### src/verilog/ccd_pkg.sv
/*
  Package of the configuration command decoder: command codes, register
  offsets, control register 0 layout and the over-temperature timing.
  Assumes a single 50 MHz clock and a plain strobe register port.
*/

package ccd_pkg;

  // ----------------------------------------------------------------
  // command codes
  // ----------------------------------------------------------------
  typedef enum logic [4:0] {
    CCD_NOP        = 5'h00,
    CCD_CLR_CRC    = 5'h01,
    CCD_SWITCH     = 5'h02,
    CCD_WR_OPEN    = 5'h04,
    CCD_REPLICATE  = 5'h05,
    CCD_RD_OPEN    = 5'h06,
    CCD_WAKE_START = 5'h07,
    CCD_WAKE_STOP  = 5'h08,
    CCD_LOGIC_ON   = 5'h09,
    CCD_LOGIC_OFF  = 5'h0a,
    CCD_UNLOCK     = 5'h0b,
    CCD_WDOG       = 5'h0c,
    CCD_RB_CLR     = 5'h0d,
    CCD_RB_CHECK   = 5'h0e,
    CCD_WARMBOOT   = 5'h0f,
    CCD_WR_CLOSE   = 5'h10,
    CCD_RD_CLOSE   = 5'h11
  } ccd_cmd_t;

  // ----------------------------------------------------------------
  // register offsets (5-bit packet addresses)
  // ----------------------------------------------------------------
  localparam logic [4:0] CCD_ADR_COMMAND = 5'h02;
  localparam logic [4:0] CCD_ADR_CTRL0 = 5'h03;
  localparam logic [4:0] CCD_ADR_REPEAT = 5'h06;
  localparam logic [4:0] CCD_ADR_STATUS = 5'h14;
  localparam logic [4:0] CCD_ADR_IRQ = 5'h15;
  localparam logic [4:0] CCD_ADR_MASK = 5'h16;

  // ----------------------------------------------------------------
  // control register 0 fields and reset values
  // ----------------------------------------------------------------
  localparam int CCD_OTSD_BIT = 22;
  localparam int CCD_FSEL_LSB = 16;
  localparam int CCD_FSEL_W = 6;
  localparam logic [31:0] CCD_CTRL0_RST = 32'h0000_0000;
  localparam logic [31:0] CCD_CTRL0_WMASK = 32'h007f_ffff;
  localparam logic [31:0] CCD_REPEAT_RST = 32'h0000_0000;

  // ----------------------------------------------------------------
  // interrupt bits
  // ----------------------------------------------------------------
  localparam int CCD_IRQ_W = 4;
  localparam int CCD_IRQ_CMD = 0;
  localparam int CCD_IRQ_OT = 1;
  localparam int CCD_IRQ_DOWN = 2;
  localparam int CCD_IRQ_UP = 3;

  // ----------------------------------------------------------------
  // timing
  // ----------------------------------------------------------------
  // the count is fixed in cycles: 10 ms only when the config clock runs at 50 MHz
  localparam int CCD_OT_REF_HZ = 50_000_000;
  localparam int CCD_OT_DELAY_MS = 10;
  localparam int CCD_OT_CYCLES = (CCD_OT_REF_HZ / 1000) * CCD_OT_DELAY_MS;
  localparam int CCD_GLOBAL_STEPS = 4;

endpackage

### src/verilog/ccd_decoder.sv
/*
  Configuration command decoder with over-temperature shutdown sequencer.
  Assumes the packet parser presents register writes and reads over the
  strobe port, and that over_temp_i is synchronous to ref_clk_i, which is
  the internal configuration clock.
*/
// The register offsets and the address-and-strobe port are this design's own decisions.
`timescale 1ns/10ps
`default_nettype none

module ccd_decoder #(
  parameter int OT_CYCLES = ccd_pkg::CCD_OT_CYCLES,
  parameter int GLOBAL_STEPS = ccd_pkg::CCD_GLOBAL_STEPS
) (
  input wire logic ref_clk_i,
  input wire logic rst_i,
  input wire logic [4:0] addr_i,
  input wire logic [31:0] wdata_i,
  input wire logic wr_i,
  input wire logic rd_i,
  output logic [31:0] rdata_o,
  input wire logic fallback_active_i,
  input wire logic over_temp_i,
  output logic crc_clear_o,
  output logic clk_switch_o,
  output logic [5:0] clk_fsel_o,
  output logic replicate_o,
  output logic [31:0] replicate_count_o,
  output logic watchdog_restart_o,
  output logic readback_clear_o,
  output logic readback_check_o,
  output logic warmboot_o,
  output logic frame_write_en_o,
  output logic frame_read_en_o,
  output logic wake_run_o,
  output logic logic_on_o,
  output logic synced_o,
  input wire logic resync_i,
  output logic [GLOBAL_STEPS-1:0] global_on_o,
  output logic logic_enable_o,
  output logic irq_o
);

  // ----------------------------------------------------------------
  // sequencer states
  // ----------------------------------------------------------------
  // codes 5 to 7 are never reached; the default returns them to run
  typedef enum logic [2:0] {
    CCD_S_RUN = 3'b000,
    CCD_S_COUNT = 3'b001,
    CCD_S_DOWN = 3'b010,
    CCD_S_OFF = 3'b011,
    CCD_S_UP = 3'b100
  } ccd_state_t;

  localparam int CW = $clog2(OT_CYCLES + 1);
  localparam int CCD_IRQ_W_L = ccd_pkg::CCD_IRQ_W;

  // ----------------------------------------------------------------
  // internal signals
  // ----------------------------------------------------------------
  logic [31:0] ctrl0;
  logic [31:0] repeat_cnt;
  logic [CCD_IRQ_W_L-1:0] irq_stat;
  logic [CCD_IRQ_W_L-1:0] irq_mask;
  logic [CCD_IRQ_W_L-1:0] irq_set;
  logic cmd_wr;
  logic [4:0] cmd;
  logic ot_prev;
  logic ot_rise;
  logic ot_start;
  logic [CW-1:0] ot_cnt;
  ccd_state_t state;
  ccd_state_t next_state;
  logic down_done;
  logic up_done;

  // the parser hands one word per strobe, so a write carries one code
  // command strobe only counts while packets are interpreted
  assign cmd_wr = wr_i && (addr_i == ccd_pkg::CCD_ADR_COMMAND) && synced_o;
  assign cmd = wdata_i[4:0]; // one code per write

  // ----------------------------------------------------------------
  // registers written by software
  // ----------------------------------------------------------------
  // control register 0: reserved top bits never stored, so they read as zero
  // the frequency field acts only when the clock switch command arrives
  always_ff @(posedge ref_clk_i or posedge rst_i)
  begin
    if (rst_i)
      ctrl0 <= ccd_pkg::CCD_CTRL0_RST;
    else if (wr_i && addr_i == ccd_pkg::CCD_ADR_CTRL0)
      ctrl0 <= wdata_i & ccd_pkg::CCD_CTRL0_WMASK;
  end

  // frame repeat count register
  // sampled by the frame logic when the replicate pulse fires
  always_ff @(posedge ref_clk_i or posedge rst_i)
  begin
    if (rst_i)
      repeat_cnt <= ccd_pkg::CCD_REPEAT_RST;
    else if (wr_i && addr_i == ccd_pkg::CCD_ADR_REPEAT)
      repeat_cnt <= wdata_i;
  end

  // interrupt mask
  // a set mask bit lets the matching status bit reach irq_o
  always_ff @(posedge ref_clk_i or posedge rst_i)
  begin
    if (rst_i)
      irq_mask <= '0;
    else if (wr_i && addr_i == ccd_pkg::CCD_ADR_MASK)
      irq_mask <= wdata_i[CCD_IRQ_W_L-1:0];
  end

  assign clk_fsel_o = ctrl0[ccd_pkg::CCD_FSEL_LSB +: ccd_pkg::CCD_FSEL_W];
  assign replicate_count_o = repeat_cnt;

  // ----------------------------------------------------------------
  // one-cycle command pulses
  // ----------------------------------------------------------------
  // pulses last exactly one cycle after the write; unknown codes give none
  // registered so consumers see clean single-cycle strobes
  always_ff @(posedge ref_clk_i or posedge rst_i)
  begin
    if (rst_i)
    begin
      crc_clear_o <= 1'b0;
      clk_switch_o <= 1'b0;
      replicate_o <= 1'b0;
      watchdog_restart_o <= 1'b0;
      readback_clear_o <= 1'b0;
      readback_check_o <= 1'b0;
      warmboot_o <= 1'b0;
    end
    else
    begin
      crc_clear_o <= cmd_wr && cmd == ccd_pkg::CCD_CLR_CRC;
      clk_switch_o <= cmd_wr && cmd == ccd_pkg::CCD_SWITCH;
      replicate_o <= cmd_wr && cmd == ccd_pkg::CCD_REPLICATE;
      watchdog_restart_o <= cmd_wr && cmd == ccd_pkg::CCD_WDOG;
      readback_clear_o <= cmd_wr && cmd == ccd_pkg::CCD_RB_CLR;
      readback_check_o <= cmd_wr && cmd == ccd_pkg::CCD_RB_CHECK;
      // fallback is sampled in the write cycle itself
      warmboot_o <= cmd_wr && cmd == ccd_pkg::CCD_WARMBOOT
                    && !fallback_active_i;
    end
  end

  // ----------------------------------------------------------------
  // level state set and cleared by commands, except sync, which the parser regains
  // ----------------------------------------------------------------
  // frame access gates; other codes leave them alone
  // open and close never coincide, since each write carries one code
  always_ff @(posedge ref_clk_i or posedge rst_i)
  begin
    if (rst_i)
    begin
      frame_write_en_o <= 1'b0;
      frame_read_en_o <= 1'b0;
    end
    else if (cmd_wr)
    begin
      if (cmd == ccd_pkg::CCD_WR_OPEN)
        frame_write_en_o <= 1'b1;
      else if (cmd == ccd_pkg::CCD_WR_CLOSE)
        frame_write_en_o <= 1'b0;
      if (cmd == ccd_pkg::CCD_RD_OPEN)
        frame_read_en_o <= 1'b1;
      else if (cmd == ccd_pkg::CCD_RD_CLOSE)
        frame_read_en_o <= 1'b0;
    end
  end

  // wakeup run flag and internal logic switch
  // both stay as they are through an over-temperature shutdown
  always_ff @(posedge ref_clk_i or posedge rst_i)
  begin
    if (rst_i)
    begin
      wake_run_o <= 1'b0;
      logic_on_o <= 1'b0;
    end
    else if (cmd_wr)
    begin
      if (cmd == ccd_pkg::CCD_WAKE_START)
        wake_run_o <= 1'b1;
      else if (cmd == ccd_pkg::CCD_WAKE_STOP)
        wake_run_o <= 1'b0;
      if (cmd == ccd_pkg::CCD_LOGIC_ON)
        logic_on_o <= 1'b1;
      else if (cmd == ccd_pkg::CCD_LOGIC_OFF)
        logic_on_o <= 1'b0;
    end
  end

  // sync state: dropped by the unlock command, regained by the parser
  // unlock is tested first, so a resync in the same cycle cannot undo it
  always_ff @(posedge ref_clk_i or posedge rst_i)
  begin
    if (rst_i)
      synced_o <= 1'b1;
    else if (cmd_wr && cmd == ccd_pkg::CCD_UNLOCK)
      synced_o <= 1'b0;
    else if (resync_i)
      synced_o <= 1'b1;
  end

  // ----------------------------------------------------------------
  // over-temperature sequencer
  // ----------------------------------------------------------------
  // ref_clk_i is the configuration clock, so no crossing is needed
  // reset value equals the idle level of over_temp_i, so no false edge follows reset
  always_ff @(posedge ref_clk_i or posedge rst_i)
  begin
    if (rst_i)
      ot_prev <= 1'b0;
    else
      ot_prev <= over_temp_i;
  end

  assign ot_rise = over_temp_i && !ot_prev;
  assign ot_start = ot_rise && ctrl0[ccd_pkg::CCD_OTSD_BIT];
  assign down_done = global_on_o == '0;
  assign up_done = &global_on_o;

  // the host must finish configuration traffic before the count ends
  // the count is fixed in cycles, so its duration scales with the clock rate
  always_ff @(posedge ref_clk_i or posedge rst_i)
  begin
    if (rst_i)
      ot_cnt <= '0;
    else if (state == CCD_S_RUN && ot_start)
      ot_cnt <= CW'(OT_CYCLES - 1);
    else if (state == CCD_S_COUNT && ot_cnt != '0)
      ot_cnt <= ot_cnt - 1'b1;
  end

  // a cooled die during the count simply resumes; nothing was switched off
  always_comb
  begin
    next_state = state;
    unique case (state)
      CCD_S_RUN:
        if (ot_start)
          next_state = CCD_S_COUNT;
      CCD_S_COUNT:
        if (!over_temp_i)
          next_state = CCD_S_RUN;
        else if (ot_cnt == '0)
          next_state = CCD_S_DOWN;
      CCD_S_DOWN:
        if (down_done)
          next_state = CCD_S_OFF;
      CCD_S_OFF:
        if (!over_temp_i)
          next_state = CCD_S_UP;
      CCD_S_UP:
        if (up_done)
          next_state = CCD_S_RUN;
      default:
        next_state = CCD_S_RUN;
    endcase
  end

  always_ff @(posedge ref_clk_i or posedge rst_i)
  begin
    if (rst_i)
      state <= CCD_S_RUN;
    else
      state <= next_state;
  end

  // global signals drop one per cycle from the top, rise from the bottom
  // GLOBAL_STEPS below two would leave the wake slice empty
  always_ff @(posedge ref_clk_i or posedge rst_i)
  begin
    if (rst_i)
      global_on_o <= '1;
    else if (state == CCD_S_DOWN)
      global_on_o <= global_on_o >> 1;
    else if (state == CCD_S_UP && logic_enable_o)
      global_on_o <= {global_on_o[GLOBAL_STEPS-2:0], 1'b1};
  end

  // enable falls only after all globals are off, rises before any wakes
  // it stays high through the count, while the host may still be working
  always_ff @(posedge ref_clk_i or posedge rst_i)
  begin
    if (rst_i)
      logic_enable_o <= 1'b1;
    else if (state == CCD_S_DOWN && down_done)
      logic_enable_o <= 1'b0;
    else if (state == CCD_S_OFF && !over_temp_i)
      logic_enable_o <= 1'b1;
  end

  // ----------------------------------------------------------------
  // interrupts and read port
  // ----------------------------------------------------------------
  // each event lasts one cycle, so it sets its bit exactly once
  always_comb
  begin
    irq_set = '0;
    irq_set[ccd_pkg::CCD_IRQ_CMD] = cmd_wr;
    irq_set[ccd_pkg::CCD_IRQ_OT] = state == CCD_S_RUN && ot_start;
    irq_set[ccd_pkg::CCD_IRQ_DOWN] = state == CCD_S_DOWN && down_done;
    irq_set[ccd_pkg::CCD_IRQ_UP] = state == CCD_S_UP && up_done;
  end

  // a read clears the status, but an event in the same cycle survives
  always_ff @(posedge ref_clk_i or posedge rst_i)
  begin
    if (rst_i)
      irq_stat <= '0;
    else if (rd_i && addr_i == ccd_pkg::CCD_ADR_IRQ)
      irq_stat <= irq_set;
    else
      irq_stat <= irq_stat | irq_set;
  end

  assign irq_o = |(irq_stat & irq_mask);

  // read data stands one cycle after the strobe; unmapped reads give zero
  // zero outside the answer cycle keeps stale values off the bus
  always_ff @(posedge ref_clk_i or posedge rst_i)
  begin
    if (rst_i)
      rdata_o <= '0;
    else if (rd_i)
    begin
      unique case (addr_i)
        ccd_pkg::CCD_ADR_CTRL0: rdata_o <= ctrl0;
        ccd_pkg::CCD_ADR_REPEAT: rdata_o <= repeat_cnt;
        ccd_pkg::CCD_ADR_STATUS: rdata_o <= {24'h0, state, synced_o, frame_read_en_o,
                                             frame_write_en_o, logic_enable_o, logic_on_o};
        ccd_pkg::CCD_ADR_IRQ: rdata_o <= {28'h0, irq_stat};
        ccd_pkg::CCD_ADR_MASK: rdata_o <= {28'h0, irq_mask};
        default: rdata_o <= '0;
      endcase
    end
    else
      rdata_o <= '0;
  end

endmodule

`default_nettype wire

### config.mk
export PLATFORM = sky130hd
export DESIGN_NAME = ccd_decoder
export DESIGN_NICKNAME = d
export VERILOG_FILES = /design/src/verilog/ccd_pkg.sv /design/src/verilog/ccd_decoder.sv
export SDC_FILE = /design/constraint.sdc
export NUM_CORES = 1
export LEC_CHECK = 0
export BUFFER_PORTS_ARGS = -buffer_cell sky130_fd_sc_hd__buf_2
export CAP_MARGIN = 15
export CORE_MARGIN = 8
export CORE_UTILIZATION = 40
export CTS_BUF_LIST = sky130_fd_sc_hd__clkbuf_2
export DETAILED_ROUTE_END_ITERATION = 8
export SYNTH_ARGS = -nofsm -noshare
export SYNTH_HDL_FRONTEND = slang
export SYNTH_SLANG_ARGS = --single-unit
### constraint.sdc
create_clock -name ref_clk_i -period 4.31 [get_ports ref_clk_i]
set_input_delay 0.2155 -clock ref_clk_i [delete_from_list [all_inputs] [get_ports ref_clk_i]]
set_output_delay 0.2155 -clock ref_clk_i [all_outputs]
set_load 0.01 [all_outputs]
* Word level (Yosys, flattened, before mapping) *
Cells that the tools add are included.

cells by class
  $add $sub $neg = 1
  eq/ne operators = 31
  mux-type cells = 26
  bitwise logic cells = 2
  reduce and logical (&&, ||, !) cells = 45

operator list
  cell                                                                  number
  32-bit one-hot mux with 5 select lines                                1
  5-bit by 4-bit == test with 1-bit output, second input constant       8
  19-bit 2-to-1 mux                                                     2
  32-bit 2-to-1 mux                                                     1
  5-bit by 3-bit == test with 1-bit output, second input constant       5
  5-bit == test, second input constant                                  5
  1-bit logical AND                                                     23
  19-bit logical NOT                                                    1
  19-bit nonzero test                                                   1
  19-bit by 1-bit subtractor with 19-bit output, second input constant  1
  3-bit 2-to-1 mux                                                      6
  2-bit nonzero test                                                    8
  5-bit by 2-bit == test with 1-bit output, second input constant       3
  3-bit one-hot mux with 5 select lines                                 1
  1-bit 2-to-1 mux                                                      12
  4-bit 2-to-1 mux                                                      3
  2-bit inequality test, second input constant                          4
  2-bit AND reduction                                                   4
  3-bit by 2-bit == test with 1-bit output, second input constant       2
  5-bit by 1-bit == test with 1-bit output, second input constant       1
  5-bit AND reduction                                                   1
  4-bit AND                                                             1
  4-bit logical NOT                                                     1
  4-bit OR                                                              1
  7 further kinds                                                       9

storage, ports and cells
  register bits = 135
  input port bits = 44
  output and inout bits = 88
  word-level logic and storage cells = 127

* Logic depth before layout (Yosys ltp) *
Gate-level depths: netlist of the first run.

  depth in word-level cells = 6
  depth in mapped cells = 6
  depth with buffers taken out = 5

* Worst setup path after synthesis of the first run *
OpenSTA, ideal clock, no wires.

  path kind = register to register
  start = register ot_cnt[15]
  end = register ot_cnt[8]
  library setup time = 0.124 ns
  arrival = 1.706 ns
  data required time = 4.186 ns
  setup slack = 2.480 ns
  stages on the path, launching flop included = 6
  path buffers = 1
  clock period less this slack = 1.830 ns
  cell sequence = dfrtp_1 or4_1 nor4bb_1 buf_2 nor3_1 a211o_1

on the way
  word-level cells in the longest chain between the ends = 3

ends and longest elaborated chain
  element                              line                source
  from (decl)                          ccd_decoder.sv:72   logic [CW-1:0] ot_cnt;
  from (signal assigned)               ccd_decoder.sv:234  ot_cnt <= CW'(OT_CYCLES - 1);
  from (signal assigned)               ccd_decoder.sv:236  ot_cnt <= ot_cnt - 1'b1;
  19-bit nonzero test                  ccd_decoder.sv:235  else if (state == CCD_S_COUNT && ot_cnt != '0)
  1-bit logical AND                    ccd_decoder.sv:235
  2-bit nonzero test (no source line)  -

Every way passes these cells.
A chain may end at the register's enable or synchronous reset.

* Final worst setup path of the first run *
  start = register state[0]
  end = register ot_cnt[12]

on the way
  word-level cells in the longest chain between the ends = 3
  elaborated cells on any way between the ends = 6
  those cells by class = eq/ne (1); mux (1); reduce/logical (4)

ends and longest elaborated chain
  element                                                                        line                                    source
  from (decl)                                                                    ccd_decoder.sv:73                       ccd_state_t state;
  from (signal assigned)                                                         ccd_decoder.sv:271                      state <= next_state;
  3-bit by 1-bit == test with 1-bit output or 3-bit logical NOT (tied branches)  ccd_decoder.sv:235, ccd_decoder.sv:233
  1-bit logical AND, on equally long branches                                    ccd_decoder.sv:235, ccd_decoder.sv:233
  2-bit nonzero test (no source line) or 19-bit 2-to-1 mux (tied branches)       -

Several ways; a longest one is shown, not always the timed one.

==> results of run 1 <==
-- layer usage --
layer	GRT usage	up-vias	share of wire
li1	-	2116	-
met1	0.197	2363	0.43
met2	0.272	127	0.50
met3	0.0572	18	0.060
met4	0.0532	0	0.013
met5	0	-	0
-- cells in the mapped netlist (all sizes together) (3+ instances only) --
cell type / n / area (um^2)
or3: 4 / 25.0
nor3: 11 / 60.1
a211o: 3 / 26.3
mux2: 59 / 777
nand2b: 4 / 25.0
nor2: 43 / 161
nor4: 6 / 37.5
a21oi: 14 / 70.1
dfrtp: 129 / 3230
a31oi: 4 / 25.0
a2111oi: 5 / 43.8
o21ai: 10 / 50.1
clkbuf: 14 / 52.6
o31ai: 4 / 30.0
dfstp: 6 / 158
a222oi: 4 / 40.0
mux2i: 15 / 150
nand4bb: 3 / 33.8
a21o: 3 / 22.5
buf: 18 / 120
nand2: 29 / 114
and2: 4 / 25.0
nor2b: 4 / 25.0
inv: 10 / 37.5
and3: 11 / 68.8
nor3b: 4 / 57.6
a22oi: 25 / 188
or4: 5 / 37.5
nand4: 7 / 50.1
o2111ai: 3 / 26.3
-- power breakdown --
group	leakage [nW]	internal [mW]	switching, mW	total, mW
clock	0.159	0.379	0.448	0.827
sequential	1.72	1.46	0.178	1.64
combinational	1.80	0.307	0.291	0.598
total	3.68	2.15	0.916	3.07
-- registers in the layout, indices dropped and copies added, names as in the netlist, 3 cells and up --
signal and flops:
global_on_o 4, rdata_o 32, ctrl0 23, replicate_count_o 32, irq_stat 4, irq_mask 4, ot_cnt 19, state 3
-- kinds of logic (layout without fill, tap and decap cells) --
family,Yosys count,count (layout),synth area share
and+or+nand+nor,145,145,0.135
muxes,74,74,0.155
AOI/OAI and AO/OA,87,87,0.105
buffers and inverters,42,225,0.0352
adders and majority gates,1,1,0.00210
DFF,135,135,0.568
-- critical path: stages (launching register included) --
cell	delay (ns)
dfrtp_1	0.64
nor3b_2	0.57
nand4_2	0.31
or4_1	0.56
a21oi_1	0.15
-- per-stage QoR --
step | cells | hold WS [ns] | setup WS, ns | util
finish | 851 | 0.111 | 2.04 | 0.514
global route | 851 | 0.0399 | 1.83 | 0.514
CTS | 851 | 0.0344 | 2.09 | 0.514
detailed placement | 774 | 0.376 | 2.09 | 0.464
global placement | 774 | 0.375 | 2.16 | 0.464
floorplan | 484 | 0.247 | 0.493 | -
-- final cells by class --
| cell class | instances | share of cell area |
|---|---|---|
| sequential | 135 | 0.454 |
| multi-input combinational | 307 | 0.318 |
| timing repair buffer | 185 | 0.158 |
| tap | 184 | 0.0308 |
| clock inverter | 10 | 0.0208 |
| clock buffer | 20 | 0.0134 |
| inverter | 10 | 0.00536 |
-- placed cells by master, fill, tap and decap left out, types with 4 or more instances in the layout --
cell	n
a2111oi_0	5
a21oi_1	14
a222oi_1	4
a22oi_1	25
a31oi_1	4
and2_1	4
and3_1	11
buf_2	131
buf_4	7
bufinv_16	4
clkbuf_2	20
dfrtp_1	129
dfstp_2	6
dlygate4sd3_1	47
inv_1	9
mux2_1	16
mux2_2	13
mux2_4	30
mux2i_1	15
nand2_1	27
nand2b_1	4
nand4_1	6
nor2_1	43
nor2b_1	4
nor3_1	9
nor4_1	6
o21ai_0	10
o31ai_1	4
or3_1	4
or4_1	5
-- worst paths after layout --
path                            from  slack [ns]                    end  cells after the start
max in group asynchronous      rst_i        3.14              ctrl0[13]                      4
max reg2reg                 state[0]        2.04             ot_cnt[12]                      4
min reg2reg                ot_cnt[9]        0.51              ot_cnt[9]                      1
max                         state[0]        2.04             ot_cnt[12]                      4
min in group asynchronous      rst_i        0.13  replicate_count_o[21]                      3
min                        addr_i[3]        0.11             rdata_o[4]                      5
==> key figures, run 1 <==
Drt
  • Wirelength per Cell: ~18 um
  • Drt via density: 5.43
  • Initial DRC Count: approximately 250
  • Vias: 4624
  • Drc violations: 0
  • Antenna viol nets, final: 0
  • 1st-pass router iterations: 5
  • WL final: roughly 16000 um

Logic synthesis
  • Flops & latches, synth: between 100 and 150
  • Count of flip-flops with a built-in enable after synthesis: 0
  • Asr flop ratio synth: 1.00
  • Synth warn: 0
  • Mapped Cells: slightly below 500
  • Seq/Total Area, Yosys: 0.568
  • Post-Syn Nets: 529
  • Synth Flop Type: dfrtp_1
  • Synth cell types: 57
  • Netlist Area Pre-Place: 0.00597 mm^2
  • Syn_area_per_cell: between 10 and 15 um^2

STA
  • Final period util: 0.528
  • Worst-Margin Slew: about 1.0 ns
  • Final setup TNS: 0 ns
  • Clk_skew: ~0.03 ns
  • Fmax achieved: around 440 MHz
  • Relative slew slack: 0.310
  • Final setup violation count: 0
  • Endpoints failing hold: 0
  • Unrepaired setup endpoints after global routing: false
  • Tmin final: ~2.3 ns
  • Slew Viols, Final: 0

Clock tree
  • Clock Tree Root: clkbuf_2
  • # Post-CTS Setup Buffers: 0
  • H-tree Lvls: 4
  • CTS clk-pin slew, worst paths: ~0.20 ns
  • Worst skew pair latency: around 0.72 ns
  • CTS resizes: 0
  • CTS tree: yes
  • CTS Sinks: approximately 140
  • Num CTS Buffers: 17
  • Worst-case clock buffer depth: 2
  • Hold-fix buffers, CTS: 47

Placement
  • Number of port buffers: 131
  • GPL Wtd Cong: around 0.85
  • DP Area: 0.00674 mm^2
  • DP HPWL: 10400 um

Pwr
  • Leakage: 3.68 nW
  • Pwr Density: roughly 400 mW/mm^2
  • Max rail drop VDD: between 0.00015 and 0.0002 V
  • Tot Pwr: slightly above 3 mW

Floorplan
  • DIE AREA: approximately 0.019 mm^2
  • # rows: between 40 and 50
  • Initial core utilization: 0.410
  • Die Y: approximately 140 um
  • Die width: between 100 and 150 um
  • I/O pins: 132
  • Core area: ~0.015 mm^2

Worst setup path
  • Crit. End Element: register
  • CP required: between 4 and 5 ns
  • WS Path Type: register to register
  • Critical path arrival: 2.94 ns
  • Crit-path max FO: 15
  • Worst setup SP type: register

Job
  • Max-cap violations: 0

Final layout
  • N_diodes: 0
  • Register Area: between 0.003 and 0.004 mm^2
  • Area grow syn2layout: 25.1%
  • Fin nets: 701
  • Share of cells above drive strength 1: 0.337
  • Fillers: roughly 1300
  • Area of the multi-input gates: 0.00237 mm^2
  • Final Cell Area: roughly 0.0075 mm^2

Hold path
  • HP Class: input pin to register

Global routing
  • First-pass GRT wire length: 25700 um
  • Total track usage: 0.165
  • Global route total overflow: 0
  • Largest net degree at the start of global routing: between 50 and 60
  • Initial antenna violation count: 0
  • Vias in the first global route: around 4800

Outcome
  • Run status: complete, no violations
(Power assumes the default switching activity.)
==> run 2: changes to the inputs <==
==> constraint.sdc (replaced) <==
create_clock -name ref_clk_i -period 2.3 [get_ports ref_clk_i]
set_input_delay 0.115 -clock ref_clk_i [delete_from_list [all_inputs] [get_ports ref_clk_i]]
set_output_delay 0.115 -clock ref_clk_i [all_outputs]
set_load 0.01 [all_outputs]
==> key figures, run 2 (synthesis gave the netlist of run 1 again) <==
Global routing
  • First-pass GRT wire length: approximately 26000 um
  • Total track usage: 0.165
  • Vias in the first global route: 4962
  • Largest net degree at the start of global routing: 136
  • Global route total overflow: 0
  • Initial antenna violation count: 1

Pwr
  • Clock share of power: 0.236
  • P_int: approximately 3.8 mW
  • Reg power frac: 0.552
  • Gate power share: 0.212
  • Switching portion of total power: 0.309
  • Pwr Density: ~740 mW/mm^2
  • Sw Pwr: 1.72 mW
  • Leakage: 3.72 nW
  • Max rail drop VDD: 0.000347 V

STA
  • Worst-Margin Slew: ~0.88 ns
  • Tmin final: around 2.1 ns
  • Final setup TNS: 0 ns
  • Unrepaired setup endpoints after global routing: false
  • Worst hold slack: roughly 0.09 ns
  • Final period util: 0.925
  • Endpoints failing hold: 0
  • Relative slew slack: 0.415
  • Final setup violation count: 0
  • Clk_skew: 0.0187 ns
  • Slew Viols, Final: 0
  • Fmax achieved: around 470 MHz

Final layout
  • Commonest non-fill, non-tap cell in the layout: buf_2
  • Final Util: 0.519
  • Fin nets: 714
  • Non-filler cells, final: about 870
  • Final Cell Area: 0.00754 mm^2
  • Share of cells above drive strength 1: 0.345
  • Area grow syn2layout: 26.4%
  • Most frequent cells in the layout: buf_2 (131), dfrtp_1 (129), dlygate4sd3_1 (49)

Drt
  • 1st-pass router iterations: 5
  • Antenna viol nets, final: 0
  • Drc violations: 0
  • Vias: 4568
  • Metal3 WL: between 900 and 1000 um
  • Drt via density: between 5 and 6
  • WL met1: 6640 um
  • Initial DRC Count: between 200 and 250
  • WL final: between 15000 and 20000 um
  • Met2 Wirelength: about 7700 um
  • Highest routed layer: met4
  • Wirelength per Cell: approximately 18 um

Floorplan
  • Core area: 0.0145 mm^2
  • DIE AREA: roughly 0.019 mm^2
  • Die Y: between 100 and 150 um
  • # rows: 44
  • I/O pins: 132
  • Initial core utilization: 0.410
  • Die width: approximately 140 um

Clock tree
  • CTS resizes: 0
  • Num CTS Buffers: 17
  • CTS tree: yes
  • CTS clk-pin slew, worst paths: 0.18 ns
  • H-tree Lvls: 4
  • Worst skew pair latency: ~0.7 ns
  • Worst-case clock buffer depth: 2
  • CTS Sinks: ~140
  • Clock Tree Root: clkbuf_2

Worst setup path
  • CP required: slightly below 3 ns
  • Crit. End Element: register
  • WS Path Type: register to register
  • Crit-path max FO: 5
  • Critical path arrival: approximately 2.8 ns
  • Worst setup SP type: register

Hold path
  • HP Class: input pin to register

Placement
  • Placed insts: approximately 790
  • DP HPWL: 10300 um
  • DP Area: 0.00684 mm^2
  • GPL Wtd Cong: approximately 0.81
  • Number of port buffers: about 130

Outcome
  • Run status: complete, no violations

Job
  • Max-cap violations: 0
run 2: changes by cell type in the layout (fill, tap and decap cells not counted), sizes merged:
cell | before | now
bufinv | 4 | 2
buf | 138 | 149
diode | 0 | 1
clkinv | 6 | 10
inv | 10 | 9
dlygate4sd3 | 47 | 49
clkinvlp | 0 | 2
clkbuf | 20 | 19
run 2: worst paths after layout:
path | slack, ns | startpoint | endpoint | cells after the start
setup / recovery | 0.17 | synced_o | crc_clear_o | 4
hold / removal | 0.09 | addr_i[4] | rdata_o[4] | 5
setup reg to reg | 0.17 | synced_o | crc_clear_o | 4
hold reg to reg | 0.49 | ot_cnt[9] | ot_cnt[9] | 1
max in group asynchronous | 1.63 | rst_i | irq_mask[1] | 4
min in group asynchronous | 0.16 | rst_i | replicate_count_o[20] | 4
run 2: worst max-delay path: stages (launching register included):
cell	delay, ns
dfstp_2	0.62
nand4bb_1	0.19
or3_1	0.44
nor4_1	0.25
dlygate4sd3_1	0.58
run 2: power by group through the flow:
stage / combinational [mW] / clock [mW] / sequential [mW]
after floorplan: 0.686 / 0 / 3.09
after global placement: 1.09 / 0 / 3.08
after detailed placement: 1.13 / 0 / 3.10
after CTS: 1.19 / 1.37 / 3.06
after global routing: 1.30 / 1.48 / 3.13
final: 1.18 / 1.31 / 3.06
run 2: layer usage:
metal / vias up / GRT usage
met5: - / 0
met4: 0 / 0.0658
met3: 15 / 0.0555
met2: 130 / 0.270
met1: 2280 / 0.197
li1: 2143 / -
run 2: repair_timing:
| action | CTS | global route |
|---|---|---|
| endpoints found under the hold margin | 229 | 0 |
| setup buffers | 0 | 0 |
| hold buffers | 49 | 0 |
run 2: final cells by class:
class,count,area (um^2)
clock buffers,19,95.1
inverters,10,41.3
diodes,1,2.50
repair buffers,198,1310
fillers,1304,6990
well taps,184,230
multi-input cells,307,2370
clock inverters,13,113
flip-flops and latches,135,3390
run 2: metrics by stage:
step	power (mW)	setup slack, ns
2_1_floorplan	3.78	0.470
3_3_place_gp	4.17	0.321
3_5_place_dp	4.23	0.271
4_1_cts	5.63	0.164
5_1_grt	5.91	0.0528
6_report	5.55	0.172
